[src/rtl/accr_regs.vh]
// register offsets, field positions, reset values, write masks and field codes for the channel config bank
`ifndef ACCR_REGS_VH
`define ACCR_REGS_VH

`define ACCR_PAGE 8'h00
`define ACCR_OFS_CH2_INPUT 7'h41
`define ACCR_OFS_CHAN2_ANALOG_GAIN 7'h42
`define ACCR_OFS_CH2_VOLUME 7'h43
`define ACCR_OFS_CH2_TRIM 7'h44
`define ACCR_OFS_CH2_PHASE 7'h45
`define ACCR_OFS_CH3_INPUT 7'h46

`define ACCR_RST_INPUT 8'h00
`define ACCR_RST_GAIN 8'h00
`define ACCR_RST_VOLUME 8'hC9
`define ACCR_RST_TRIM 8'h80
`define ACCR_RST_PHASE 8'h00
`define ACCR_RST_TRIM_CODE 4'h8

`define ACCR_MASK_INPUT 8'hFD
`define ACCR_MASK_GAIN 8'hFC
`define ACCR_MASK_TRIM 8'hF0

`define ACCR_POS_KIND 7
`define ACCR_POS_SRC_HI 6
`define ACCR_POS_SRC_LO 5
`define ACCR_POS_COUPLE 4
`define ACCR_POS_IMP_HI 3
`define ACCR_POS_IMP_LO 2
`define ACCR_POS_ENH 0
`define ACCR_POS_GAIN_HI 7
`define ACCR_POS_GAIN_LO 2
`define ACCR_POS_TRIM_HI 7
`define ACCR_POS_TRIM_LO 4
`define ACCR_POS_GLOBAL_SEL 3

`define ACCR_GAIN_MAX 6'h2A
`define ACCR_IMP_RESERVED 2'h3
`define ACCR_SRC_RESERVED 2'h3
`define ACCR_VOL_MUTE 8'h00
`define ACCR_PHASE_DEPTH 256

`endif

[src/rtl/accr_channel_config.v]
// channel 2 and channel 3 configuration register bank with channel 2 signal path controls
`timescale 1ns/1ns
`include "accr_regs.vh"
module accr_channel_config (
   input wire clk_i,
   input wire reset_i,
   input wire [7:0] page_i,
   input wire [6:0] addr_i,
   input wire wr_en_i,
   input wire [7:0] wr_data_i,
   input wire rd_en_i,
   output reg [7:0] rd_data_o,
   output reg rd_valid_o,
   input wire global_enhancer_select_i,
   input wire mod_en_i,
   input wire pdm_sample_i,
   input wire sample_valid_i,
   input wire signed [23:0] sample_i,
   input wire signed [17:0] volume_gain_i,
   input wire signed [17:0] trim_gain_i,
   output reg [1:0] chan2_input_impedance_o,
   output reg chan2_range_enhancer_o,
   output reg chan2_auto_gain_control_o,
   output reg [5:0] chan2_analog_gain_o,
   output reg [7:0] chan2_digital_volume_o,
   output reg [3:0] chan2_gain_trim_code_o,
   output reg [7:0] chan2_phase_delay_code_o,
   output reg chan3_input_kind_o,
   output reg [1:0] chan3_input_source_o,
   output reg chan3_coupling_select_o,
   output reg [1:0] chan3_input_impedance_o,
   output reg chan3_range_enhancer_o,
   output reg chan3_auto_gain_control_o,
   output reg pdm_delayed_o,
   output reg sample_valid_o,
   output reg signed [23:0] sample_o
);
   // ************************************************************
   // register storage
   // ************************************************************
   reg [7:0] chan2_input_setup_reg;
   reg [7:0] chan2_gain_setup_reg;
   reg [7:0] chan2_volume_setup_reg;
   reg [7:0] chan2_gain_trim_reg;
   reg [7:0] chan2_phase_trim_reg;
   reg [7:0] chan3_input_setup_reg;
   reg sel_meta_reg;
   reg sel_sync_reg;
   wire page_hit;
   wire pdm_delayed;
   reg [7:0] rd_next;
   reg [7:0] input_wr_next;
   wire wr_hit;
   wire [1:0] enh_bit;
   wire [1:0] enh_on;
   wire [1:0] agc_on;

   assign page_hit = (page_i == `ACCR_PAGE);
   assign wr_hit = wr_en_i & page_hit;

   // reserved bit 1 dropped; reserved codes are stored as written
   always @* begin
      input_wr_next = wr_data_i & `ACCR_MASK_INPUT;
   end

   // global mode select crosses in from another block's pin
   always @(posedge clk_i) begin
      if (reset_i) begin
         sel_meta_reg <= 1'b0;
         sel_sync_reg <= 1'b0;
      end else begin
         sel_meta_reg <= global_enhancer_select_i;
         sel_sync_reg <= sel_meta_reg;
      end
   end

   // ************************************************************
   // enhancer mode decode, one lane per channel
   // ************************************************************
   genvar ch;
   assign enh_bit =
      {chan3_input_setup_reg[`ACCR_POS_ENH], chan2_input_setup_reg[`ACCR_POS_ENH]};
   generate
      for (ch = 0; ch < 2; ch = ch + 1) begin : g_mode
         // bit clear disables both; set picks one by the global select
         assign enh_on[ch] = enh_bit[ch] & ~sel_sync_reg;
         assign agc_on[ch] = enh_bit[ch] & sel_sync_reg;
      end
   endgenerate

   // ************************************************************
   // writes
   // ************************************************************
   always @(posedge clk_i) begin
      if (reset_i) begin
         chan2_input_setup_reg <= `ACCR_RST_INPUT;
      end else if (wr_hit && addr_i == `ACCR_OFS_CH2_INPUT) begin
         chan2_input_setup_reg <= input_wr_next;
      end
   end

   always @(posedge clk_i) begin
      if (reset_i) begin
         chan2_gain_setup_reg <= `ACCR_RST_GAIN;
      end else if (wr_hit && addr_i == `ACCR_OFS_CHAN2_ANALOG_GAIN) begin
         chan2_gain_setup_reg <= wr_data_i & `ACCR_MASK_GAIN;
      end
   end

   always @(posedge clk_i) begin
      if (reset_i) begin
         chan2_volume_setup_reg <= `ACCR_RST_VOLUME;
      end else if (wr_hit && addr_i == `ACCR_OFS_CH2_VOLUME) begin
         chan2_volume_setup_reg <= wr_data_i;
      end
   end

   always @(posedge clk_i) begin
      if (reset_i) begin
         chan2_gain_trim_reg <= `ACCR_RST_TRIM;
      end else if (wr_hit && addr_i == `ACCR_OFS_CH2_TRIM) begin
         chan2_gain_trim_reg <= wr_data_i & `ACCR_MASK_TRIM;
      end
   end

   always @(posedge clk_i) begin
      if (reset_i) begin
         chan2_phase_trim_reg <= `ACCR_RST_PHASE;
      end else if (wr_hit && addr_i == `ACCR_OFS_CH2_PHASE) begin
         chan2_phase_trim_reg <= wr_data_i;
      end
   end

   always @(posedge clk_i) begin
      if (reset_i) begin
         chan3_input_setup_reg <= `ACCR_RST_INPUT;
      end else if (wr_hit && addr_i == `ACCR_OFS_CH3_INPUT) begin
         chan3_input_setup_reg <= input_wr_next;
      end
   end

   // ************************************************************
   // reads, one cycle after the strobe
   // ************************************************************
   always @* begin
      case (addr_i)
         `ACCR_OFS_CH2_INPUT: rd_next = chan2_input_setup_reg;
         `ACCR_OFS_CHAN2_ANALOG_GAIN: rd_next = chan2_gain_setup_reg;
         `ACCR_OFS_CH2_VOLUME: rd_next = chan2_volume_setup_reg;
         `ACCR_OFS_CH2_TRIM: rd_next = chan2_gain_trim_reg;
         `ACCR_OFS_CH2_PHASE: rd_next = chan2_phase_trim_reg;
         `ACCR_OFS_CH3_INPUT: rd_next = chan3_input_setup_reg;
         default: rd_next = 8'h00;
      endcase
      if (!page_hit) begin
         rd_next = 8'h00;
      end
   end

   always @(posedge clk_i) begin
      if (reset_i) begin
         rd_valid_o <= 1'b0;
      end else begin
         rd_valid_o <= rd_en_i;
      end
   end

   // data holds between reads so a slow host can pick it up later
   always @(posedge clk_i) begin
      if (reset_i) begin
         rd_data_o <= 8'h00;
      end else if (rd_en_i) begin
         rd_data_o <= rd_next;
      end
   end

   // ************************************************************
   // field outputs to the analog and digital path
   // ************************************************************
   always @(posedge clk_i) begin
      if (reset_i) begin
         chan2_input_impedance_o <= 2'h0;
      end else begin
         chan2_input_impedance_o <=
            chan2_input_setup_reg[`ACCR_POS_IMP_HI:`ACCR_POS_IMP_LO];
      end
   end

   always @(posedge clk_i) begin
      if (reset_i) begin
         chan2_range_enhancer_o <= 1'b0;
      end else begin
         chan2_range_enhancer_o <= enh_on[0];
      end
   end

   always @(posedge clk_i) begin
      if (reset_i) begin
         chan2_auto_gain_control_o <= 1'b0;
      end else begin
         chan2_auto_gain_control_o <= agc_on[0];
      end
   end

   always @(posedge clk_i) begin
      if (reset_i) begin
         chan2_analog_gain_o <= 6'h00;
      end else begin
         chan2_analog_gain_o <=
            chan2_gain_setup_reg[`ACCR_POS_GAIN_HI:`ACCR_POS_GAIN_LO];
      end
   end

   always @(posedge clk_i) begin
      if (reset_i) begin
         chan2_digital_volume_o <= `ACCR_RST_VOLUME;
      end else begin
         chan2_digital_volume_o <= chan2_volume_setup_reg;
      end
   end

   always @(posedge clk_i) begin
      if (reset_i) begin
         chan2_gain_trim_code_o <= `ACCR_RST_TRIM_CODE;
      end else begin
         chan2_gain_trim_code_o <=
            chan2_gain_trim_reg[`ACCR_POS_TRIM_HI:`ACCR_POS_TRIM_LO];
      end
   end

   always @(posedge clk_i) begin
      if (reset_i) begin
         chan2_phase_delay_code_o <= 8'h00;
      end else begin
         chan2_phase_delay_code_o <= chan2_phase_trim_reg;
      end
   end

   // ************************************************************
   // channel 3 input setup fields
   // ************************************************************
   always @(posedge clk_i) begin
      if (reset_i) begin
         chan3_input_kind_o <= 1'b0;
      end else begin
         chan3_input_kind_o <= chan3_input_setup_reg[`ACCR_POS_KIND];
      end
   end

   always @(posedge clk_i) begin
      if (reset_i) begin
         chan3_input_source_o <= 2'h0;
      end else begin
         chan3_input_source_o <=
            chan3_input_setup_reg[`ACCR_POS_SRC_HI:`ACCR_POS_SRC_LO];
      end
   end

   always @(posedge clk_i) begin
      if (reset_i) begin
         chan3_coupling_select_o <= 1'b0;
      end else begin
         chan3_coupling_select_o <= chan3_input_setup_reg[`ACCR_POS_COUPLE];
      end
   end

   always @(posedge clk_i) begin
      if (reset_i) begin
         chan3_input_impedance_o <= 2'h0;
      end else begin
         chan3_input_impedance_o <=
            chan3_input_setup_reg[`ACCR_POS_IMP_HI:`ACCR_POS_IMP_LO];
      end
   end

   always @(posedge clk_i) begin
      if (reset_i) begin
         chan3_range_enhancer_o <= 1'b0;
      end else begin
         chan3_range_enhancer_o <= enh_on[1];
      end
   end

   always @(posedge clk_i) begin
      if (reset_i) begin
         chan3_auto_gain_control_o <= 1'b0;
      end else begin
         chan3_auto_gain_control_o <= agc_on[1];
      end
   end

   // ************************************************************
   // phase delay in modulator clock steps
   // ************************************************************
   accr_phase_delay u_phase_delay (
      .clk_i(clk_i),
      .reset_i(reset_i),
      .mod_en_i(mod_en_i),
      .delay_i(chan2_phase_trim_reg),
      .sample_i(pdm_sample_i),
      .sample_o(pdm_delayed)
   );

   always @(posedge clk_i) begin
      if (reset_i) begin
         pdm_delayed_o <= 1'b0;
      end else begin
         pdm_delayed_o <= pdm_delayed;
      end
   end

   // ************************************************************
   // volume and trim multipliers, two-stage pipeline
   // ************************************************************
   // gains are Q2.16 linear factors from the lookup outside; the dB to linear
   // table is kept outside so it can be shared across channels
   reg signed [41:0] stage1_prod;
   reg signed [23:0] stage1_reg;
   reg stage1_valid_reg;
   reg stage1_mute_reg;
   reg signed [41:0] stage2_prod;

   always @* begin
      stage1_prod = sample_i * trim_gain_i;
      stage2_prod = stage1_reg * volume_gain_i;
   end

   always @(posedge clk_i) begin
      if (reset_i) begin
         stage1_reg <= 24'h000000;
         stage1_valid_reg <= 1'b0;
         stage1_mute_reg <= 1'b0;
         sample_valid_o <= 1'b0;
         sample_o <= 24'h000000;
      end else begin
         stage1_valid_reg <= sample_valid_i;
         sample_valid_o <= stage1_valid_reg;
         if (sample_valid_i) begin
            stage1_reg <= stage1_prod[39:16];
            stage1_mute_reg <= (chan2_volume_setup_reg == `ACCR_VOL_MUTE);
         end
         if (stage1_valid_reg) begin
            if (stage1_mute_reg) begin
               sample_o <= 24'h000000;
            end else begin
               sample_o <= stage2_prod[39:16];
            end
         end
      end
   end
endmodule // accr_channel_config

[src/rtl/accr_phase_delay.v]
// variable delay line in modulator clock steps for one channel
`timescale 1ns/1ns
module accr_phase_delay (
   input wire clk_i,
   input wire reset_i,
   input wire mod_en_i,
   input wire [7:0] delay_i,
   input wire sample_i,
   output reg sample_o
);
   // ************************************************************
   // shift line, tap N gives N modulator clocks of delay
   // ************************************************************
   reg [255:1] line_reg;
   wire [255:0] tap;
   genvar g;

   // tap 0 is the live input, so the stored line has one driver per bit
   assign tap = {line_reg, sample_i};

   generate
      for (g = 1; g < 256; g = g + 1) begin : g_tap
         always @(posedge clk_i) begin
            if (reset_i) begin
               line_reg[g] <= 1'b0;
            end else if (mod_en_i) begin
               line_reg[g] <= tap[g-1];
            end
         end
      end
   endgenerate

   // code zero takes the undelayed sample
   always @(posedge clk_i) begin
      if (reset_i) begin
         sample_o <= 1'b0;
      end else begin
         sample_o <= tap[delay_i];
      end
   end
endmodule // accr_phase_delay

[config.mk]
export PLATFORM = sky130hd
export DESIGN_NAME = accr_channel_config
export DESIGN_NICKNAME = d
export VERILOG_FILES = /design/src/rtl/accr_channel_config.v /design/src/rtl/accr_phase_delay.v
export VERILOG_INCLUDE_DIRS = /design/src /design/src/rtl
export SDC_FILE = /design/constraint.sdc
export NUM_CORES = 2
export LEC_CHECK = 0
export BUFFER_PORTS_ARGS = -buffer_cell sky130_fd_sc_hd__buf_2
export CELL_PAD_IN_SITES_DETAIL_PLACEMENT = 1
export CELL_PAD_IN_SITES_GLOBAL_PLACEMENT = 1
export CORE_UTILIZATION = 30
export CTS_CLUSTER_DIAMETER = 30
export CTS_CLUSTER_SIZE = 10
export DETAILED_ROUTE_END_ITERATION = 10
export PLACE_DENSITY = 0.59
export SLEW_MARGIN = 30
export SYNTH_ARGS = -nofsm -noshare
export SYNTH_HDL_FRONTEND = slang
export SYNTH_SLANG_ARGS = --single-unit
export TNS_END_PERCENT = 100
[constraint.sdc]
create_clock -name clk_i -period 7.3 [get_ports clk_i]
set_input_delay 1.46 -clock clk_i [delete_from_list [all_inputs] [get_ports clk_i]]
set_output_delay 1.46 -clock clk_i [all_outputs]
set_load 0.01 [all_outputs]
# Word level (Yosys, flattened, before mapping)
# Cells that the tools add are included.
# word_totals
word_cells	313
ff_bits	397
in_bits	91
# classes
n_eq_ne	6
order_cmp	1
n_bitwise	6
n_reduce_logical	8
n_mul	2
n_mux	5
# op_table
operator	count
multiplier 24 x 18 -> 40 bit	2
one-hot mux 8 bit (6 select lines)	1
equality test 7 bit, second input constant	6
two-way mux 24 bit	1
logical NOT 8 bit	2
< comparator 8 x 9 -> 1 bit, second input constant	1
binary-select mux 1 bit (select 8 bit)	1
two-way mux 8 bit	1
logical AND 1 bit	6
bitwise AND 1 bit	5
two-way mux 1 bit	1
NOT 1 bit	1

# Longest topological paths before layout
# logic_depth
depth_word	3
ltp_mapped	25
depth_no_buf	23

# Hierarchy
# From an unflattened synthesis, not the netlist that was laid out.
# unflattened
hier_cells	4746
area_unflattened_um2	45021.9
# modules_own_cells
module	seq_area_each_um2	cells_each	n_inst	area_each_um2
accr_channel_config	2822.7	3705	1	33713.6
accr_phase_delay	5124.9	1041	1	11308.3

# Least setup slack after synthesis
# Ideal clock, no wire load.
# synth_timing
path_kind	input port to flip-flop
startpoint	in sample_i[21]
endpoint	reg stage1_reg[23]
path_slack_ps	-177
arrival_time_ps	7391
path_buffers	2
setup_time_ps	86
required_time_ps	7214
path_stages	22
cell_sequence	clkbuf_1 clkbuf_1 nand2_1 fa_1 inv_1 fa_1 fa_1 fa_1 inv_1 fa_1 fa_1 inv_1 ha_1 a21o_1 a21o_1 a21o_1 a211oi_1 o31ai_1 o41ai_1 o2111ai_1 xnor2_1 a211oi_1
# synth_via
elab_chain_len	1
# synth_rtl
element	line_no	rtl
start: declaration	accr_channel_config.v:18	input wire signed [23:0] sample_i,
multiplier 24 x 18 -> 40 bit	accr_channel_config.v:324	stage1_prod = sample_i * trim_gain_i;
end signal: assignment	accr_channel_config.v:339	stage1_reg <= stage1_prod[39:16];
end: declaration	accr_channel_config.v:318	reg signed [23:0] stage1_reg;
# Every way passes these cells.
# A chain may end at the register's enable or synchronous reset.

# Worst setup path after layout
# layout_timing
startpoint	in volume_gain_i[5]
endpoint	reg sample_o[22]
# layout_via
elab_chain_len	2
# layout_rtl
element	line_no	rtl
start: declaration	accr_channel_config.v:19	input wire signed [17:0] volume_gain_i,
multiplier 24 x 18 -> 40 bit	accr_channel_config.v:325	stage2_prod = stage1_reg * volume_gain_i;
two-way mux 24 bit	accr_channel_config.v:343	if (stage1_mute_reg) begin
end signal: assignment	accr_channel_config.v:346	sample_o <= stage2_prod[39:16];
end: declaration	accr_channel_config.v:36	output reg signed [23:0] sample_o
# Every way passes these cells.

==> flow_summary_export.csv <==
group,metric,value,unit
floorplan,initial_utilization,30.22,%
global_routing,grt_pass1_vias,36540,
logic_synthesis,synth_edf_count,0,
timing,maxClockFrequency,141.5,MHz
worst_setup_path,worst-path-max-fanout,14,
global_routing,antenna_found_initial,9,
min_path,hold_path.class,"reg2reg",
placement,hpwlAfterDp,102400,um
worst_setup_path,worst-path-buf-inv,7,
cells_and_area,layout.nets,6130,
logic_synthesis,syn_avg_cell_area,9.563,um2
route,vias,32140,
worst_setup_path,path_common_cell,"fa_1",
timing,period_share,96.81,%
cells_and_area,mostFrequentLayoutCell,"inv_1",
clock_network,clock_path_buffers,3,
clock_network,path_clk_slew,50,ps
worst_setup_path,startpoint,"volume_gain_i[5]",
clock_network,clk_latency,660,ps
logic_synthesis,synth-main-ff-cell,"dfxtp_1",
timing,finalSetupViolations,0,
worst_setup_path,r2r_end,"sample_o[22]",
route,via_per_inst,4.578,
timing,tightest_slew,969.6,ps
worst_setup_path,reg2reg_setup_slack,520,ps
timing,hold_viol,0,
global_routing,grt_overflow,0,
logic_synthesis,synth_seq_cells,397,
worst_setup_path,crit_family,"adder cells",
route,ant_nets,0,
floorplan,coreArea,0.1477,mm2
logic_synthesis,synthCells,4666,
timing,drv_slew,0,
floorplan,dieWidth,387.7,um
logic_synthesis,synth_cell_type_count,66,
route,dr.first_iter.drc_count,1246,
cells_and_area,drive_above_1_share,15.43,%
timing,grt_setup_unrepaired,"no",
placement,port_buffers,163,
status,status,"complete, no violations",
cells_and_area,fill_cells,16790,
worst_setup_path,cp_slowest_stage_delay,550,ps
worst_setup_path,path_class,"in2reg",
worst_setup_path,r2r_start,"stage1_reg[5]",
clock_network,ctsHoldBuffers,0,
clock_network,tritoncts,"built",
logic_synthesis,synth_nets,5771,
clock_network,htree_levels,3,
route,wl,125700,um
job,cap_violations,0,
global_routing,gr-usage-all-layers,17.27,%
placement,placed_cell_area,0.05002,mm2
route,dr.pass1.iters,5,
clock_network,cts_buffers,76,
logic_synthesis,yosys_warnings,0,
timing,slew_headroom,35.23,%
clock_network,cts.repair.resized,0,
min_path,min_path_cells,1,
timing,fin_crit,7067,ps
cells_and_area,layout_common_cells,"inv_1 (927), fa_1 (820), nand2_1 (611), dfxtp_1 (395), buf_4 (357)",
cells_and_area,largest_reg_flops,255,
floorplan,io_pins,164,
cells_and_area,areaGrowthSynthToFinish,18.38,%
worst_setup_path,cp.depth,24,
clock_network,root_buffer,"clkbuf_16",
logic_synthesis,async_flop_share,0,%
clock_network,clock-sinks,397,
floorplan,die_h,387.7,um
global_routing,grt_max_degree,168,
worst_setup_path,cp.arrival,7610,ps
worst_setup_path,setup.worst_path.end,"sample_o[22]",
placement,gp_congestion,0.8222,
cells_and_area,finish.instance_area,0.05282,mm2
logic_synthesis,netlist_area,0.04462,mm2
timing,fin_skew,57.78,ps
route,drc,0,
floorplan,rows,141,
worst_setup_path,path_cells,"clkbuf_4, buf_4, buf_4, and2_1, fa_1, inv_1, fa_1, fa_1, inv_1, fa_1, fa_1, inv_1, fa_1, inv_1, ha_1, o21a_1, o21a_1, o21ai_0, a21oi_1, o31a_1, o221a_2, a21o_1, a211o_1, a32o_1",
worst_setup_path,crit_slowest_cell,"fa_1",
global_routing,grt_pass1_wl,205200,um
worst_setup_path,endpoint_kind,"register",
logic_synthesis,seq_area_frac_synth,17.81,%
clock_network,post_cts_buffers,0,
worst_setup_path,reg2reg_depth,23,
worst_setup_path,critPathRequiredTime,7840,ps
route,post_drt_wl_per_cell,17.90,um
floorplan,die_area,0.1503,mm2
worst_setup_path,critPathLaunchType,"input port",
==> stage by stage <==
step	instances	worst slack (ps)	TNS, ps	hold WS (ps)	utilization [%]
3_3_place_gp	6875	-497.2	-9640	426.6	33.85
4_1_cts	7015	73.37	0	447.1	35.70
5_1_grt	7017	11.23	0	457.4	35.77
3_5_place_dp	6876	-603.2	-13510	427.7	33.87
6_report	7020	232.8	0	441.8	35.77
2_1_floorplan	4666	0.7065	0	413.8	-
==> worst min path at each step <==
stage,startpoint,endpoint,slack (ps)
floorplan,u_phase_delay.sample_o,pdm_delayed_o,410
global placement,sel_meta_reg,sel_sync_reg,430
detailed placement,sel_meta_reg,sel_sync_reg,430
CTS,sel_meta_reg,sel_sync_reg,450
global route,sel_meta_reg,sel_sync_reg,460
finish,sel_meta_reg,sel_sync_reg,440
==> synth_stat cells, types with 8 or more instances <==
cell | number | area, um2
mux4_2 | 85 | 1914
mux2i_1 | 303 | 3033
nand3_1 | 22 | 110.1
and2_1 | 257 | 1608
nand2_1 | 611 | 2293
xor2_1 | 24 | 210.2
a211oi_1 | 15 | 112.6
a211o_1 | 10 | 87.58
a21o_1 | 16 | 120.1
buf_1 | 40 | 150.1
nor2_1 | 345 | 1295
o21ai_0 | 28 | 140.1
dfxtp_1 | 397 | 7948
clkbuf_1 | 215 | 807.0
nor3_1 | 10 | 50.05
a21oi_1 | 57 | 285.3
nor2b_1 | 91 | 569.3
o21a_1 | 8 | 60.06
inv_1 | 927 | 3480
nand2b_1 | 27 | 168.9
a22oi_1 | 18 | 135.1
xnor2_1 | 45 | 394.1
fa_1 | 820 | 16420
ha_1 | 194 | 2427
==> worst register-to-register path, delay by kind of cell, from the launching register on <==
family                   cells  cell delay, ps
AND/OR/NAND/NOR              1             170
flip-flops                   1             840
adder cells (fa/ha/maj)      7            3310
buffers and inverters        6             420
AO/OA/AOI/OAI                9            1970
==> cell families after synthesis <==
family	Yosys count	share of synthesized area (%)
AO/OA/AOI/OAI	200	3.028
XOR/XNOR	69	1.354
adder cells (fa/ha/maj)	1014	42.23
buffers and inverters	1189	10.07
flip-flops	397	17.81
multiplexers	389	11.11
AND/OR/NAND/NOR	1408	14.40
==> routing by layer <==
metal  GRT usage, %  routed length [um]  share of wire, %
met4          4.683                3173               2.5
met2          30.28               62590                50
met1          22.36               55950                45
met5              0                  27             0.021
met3          1.979                3920               3.1
==> final cells by class <==
cell class	instances	area (um2)	area share, %
clock buffers	94	2069	3.918
well taps	1930	2415	4.572
inverters	927	3480	6.587
flip-flops and latches	397	7955	15.06
diodes	4	10.01	0.01895
repair buffers	543	4009	7.589
multi-input cells	3080	32250	61.05
clock inverters	45	634.4	1.201
Power is not shown: default switching activity piles up to over one toggle a cycle in this logic, so the estimate is an artifact.
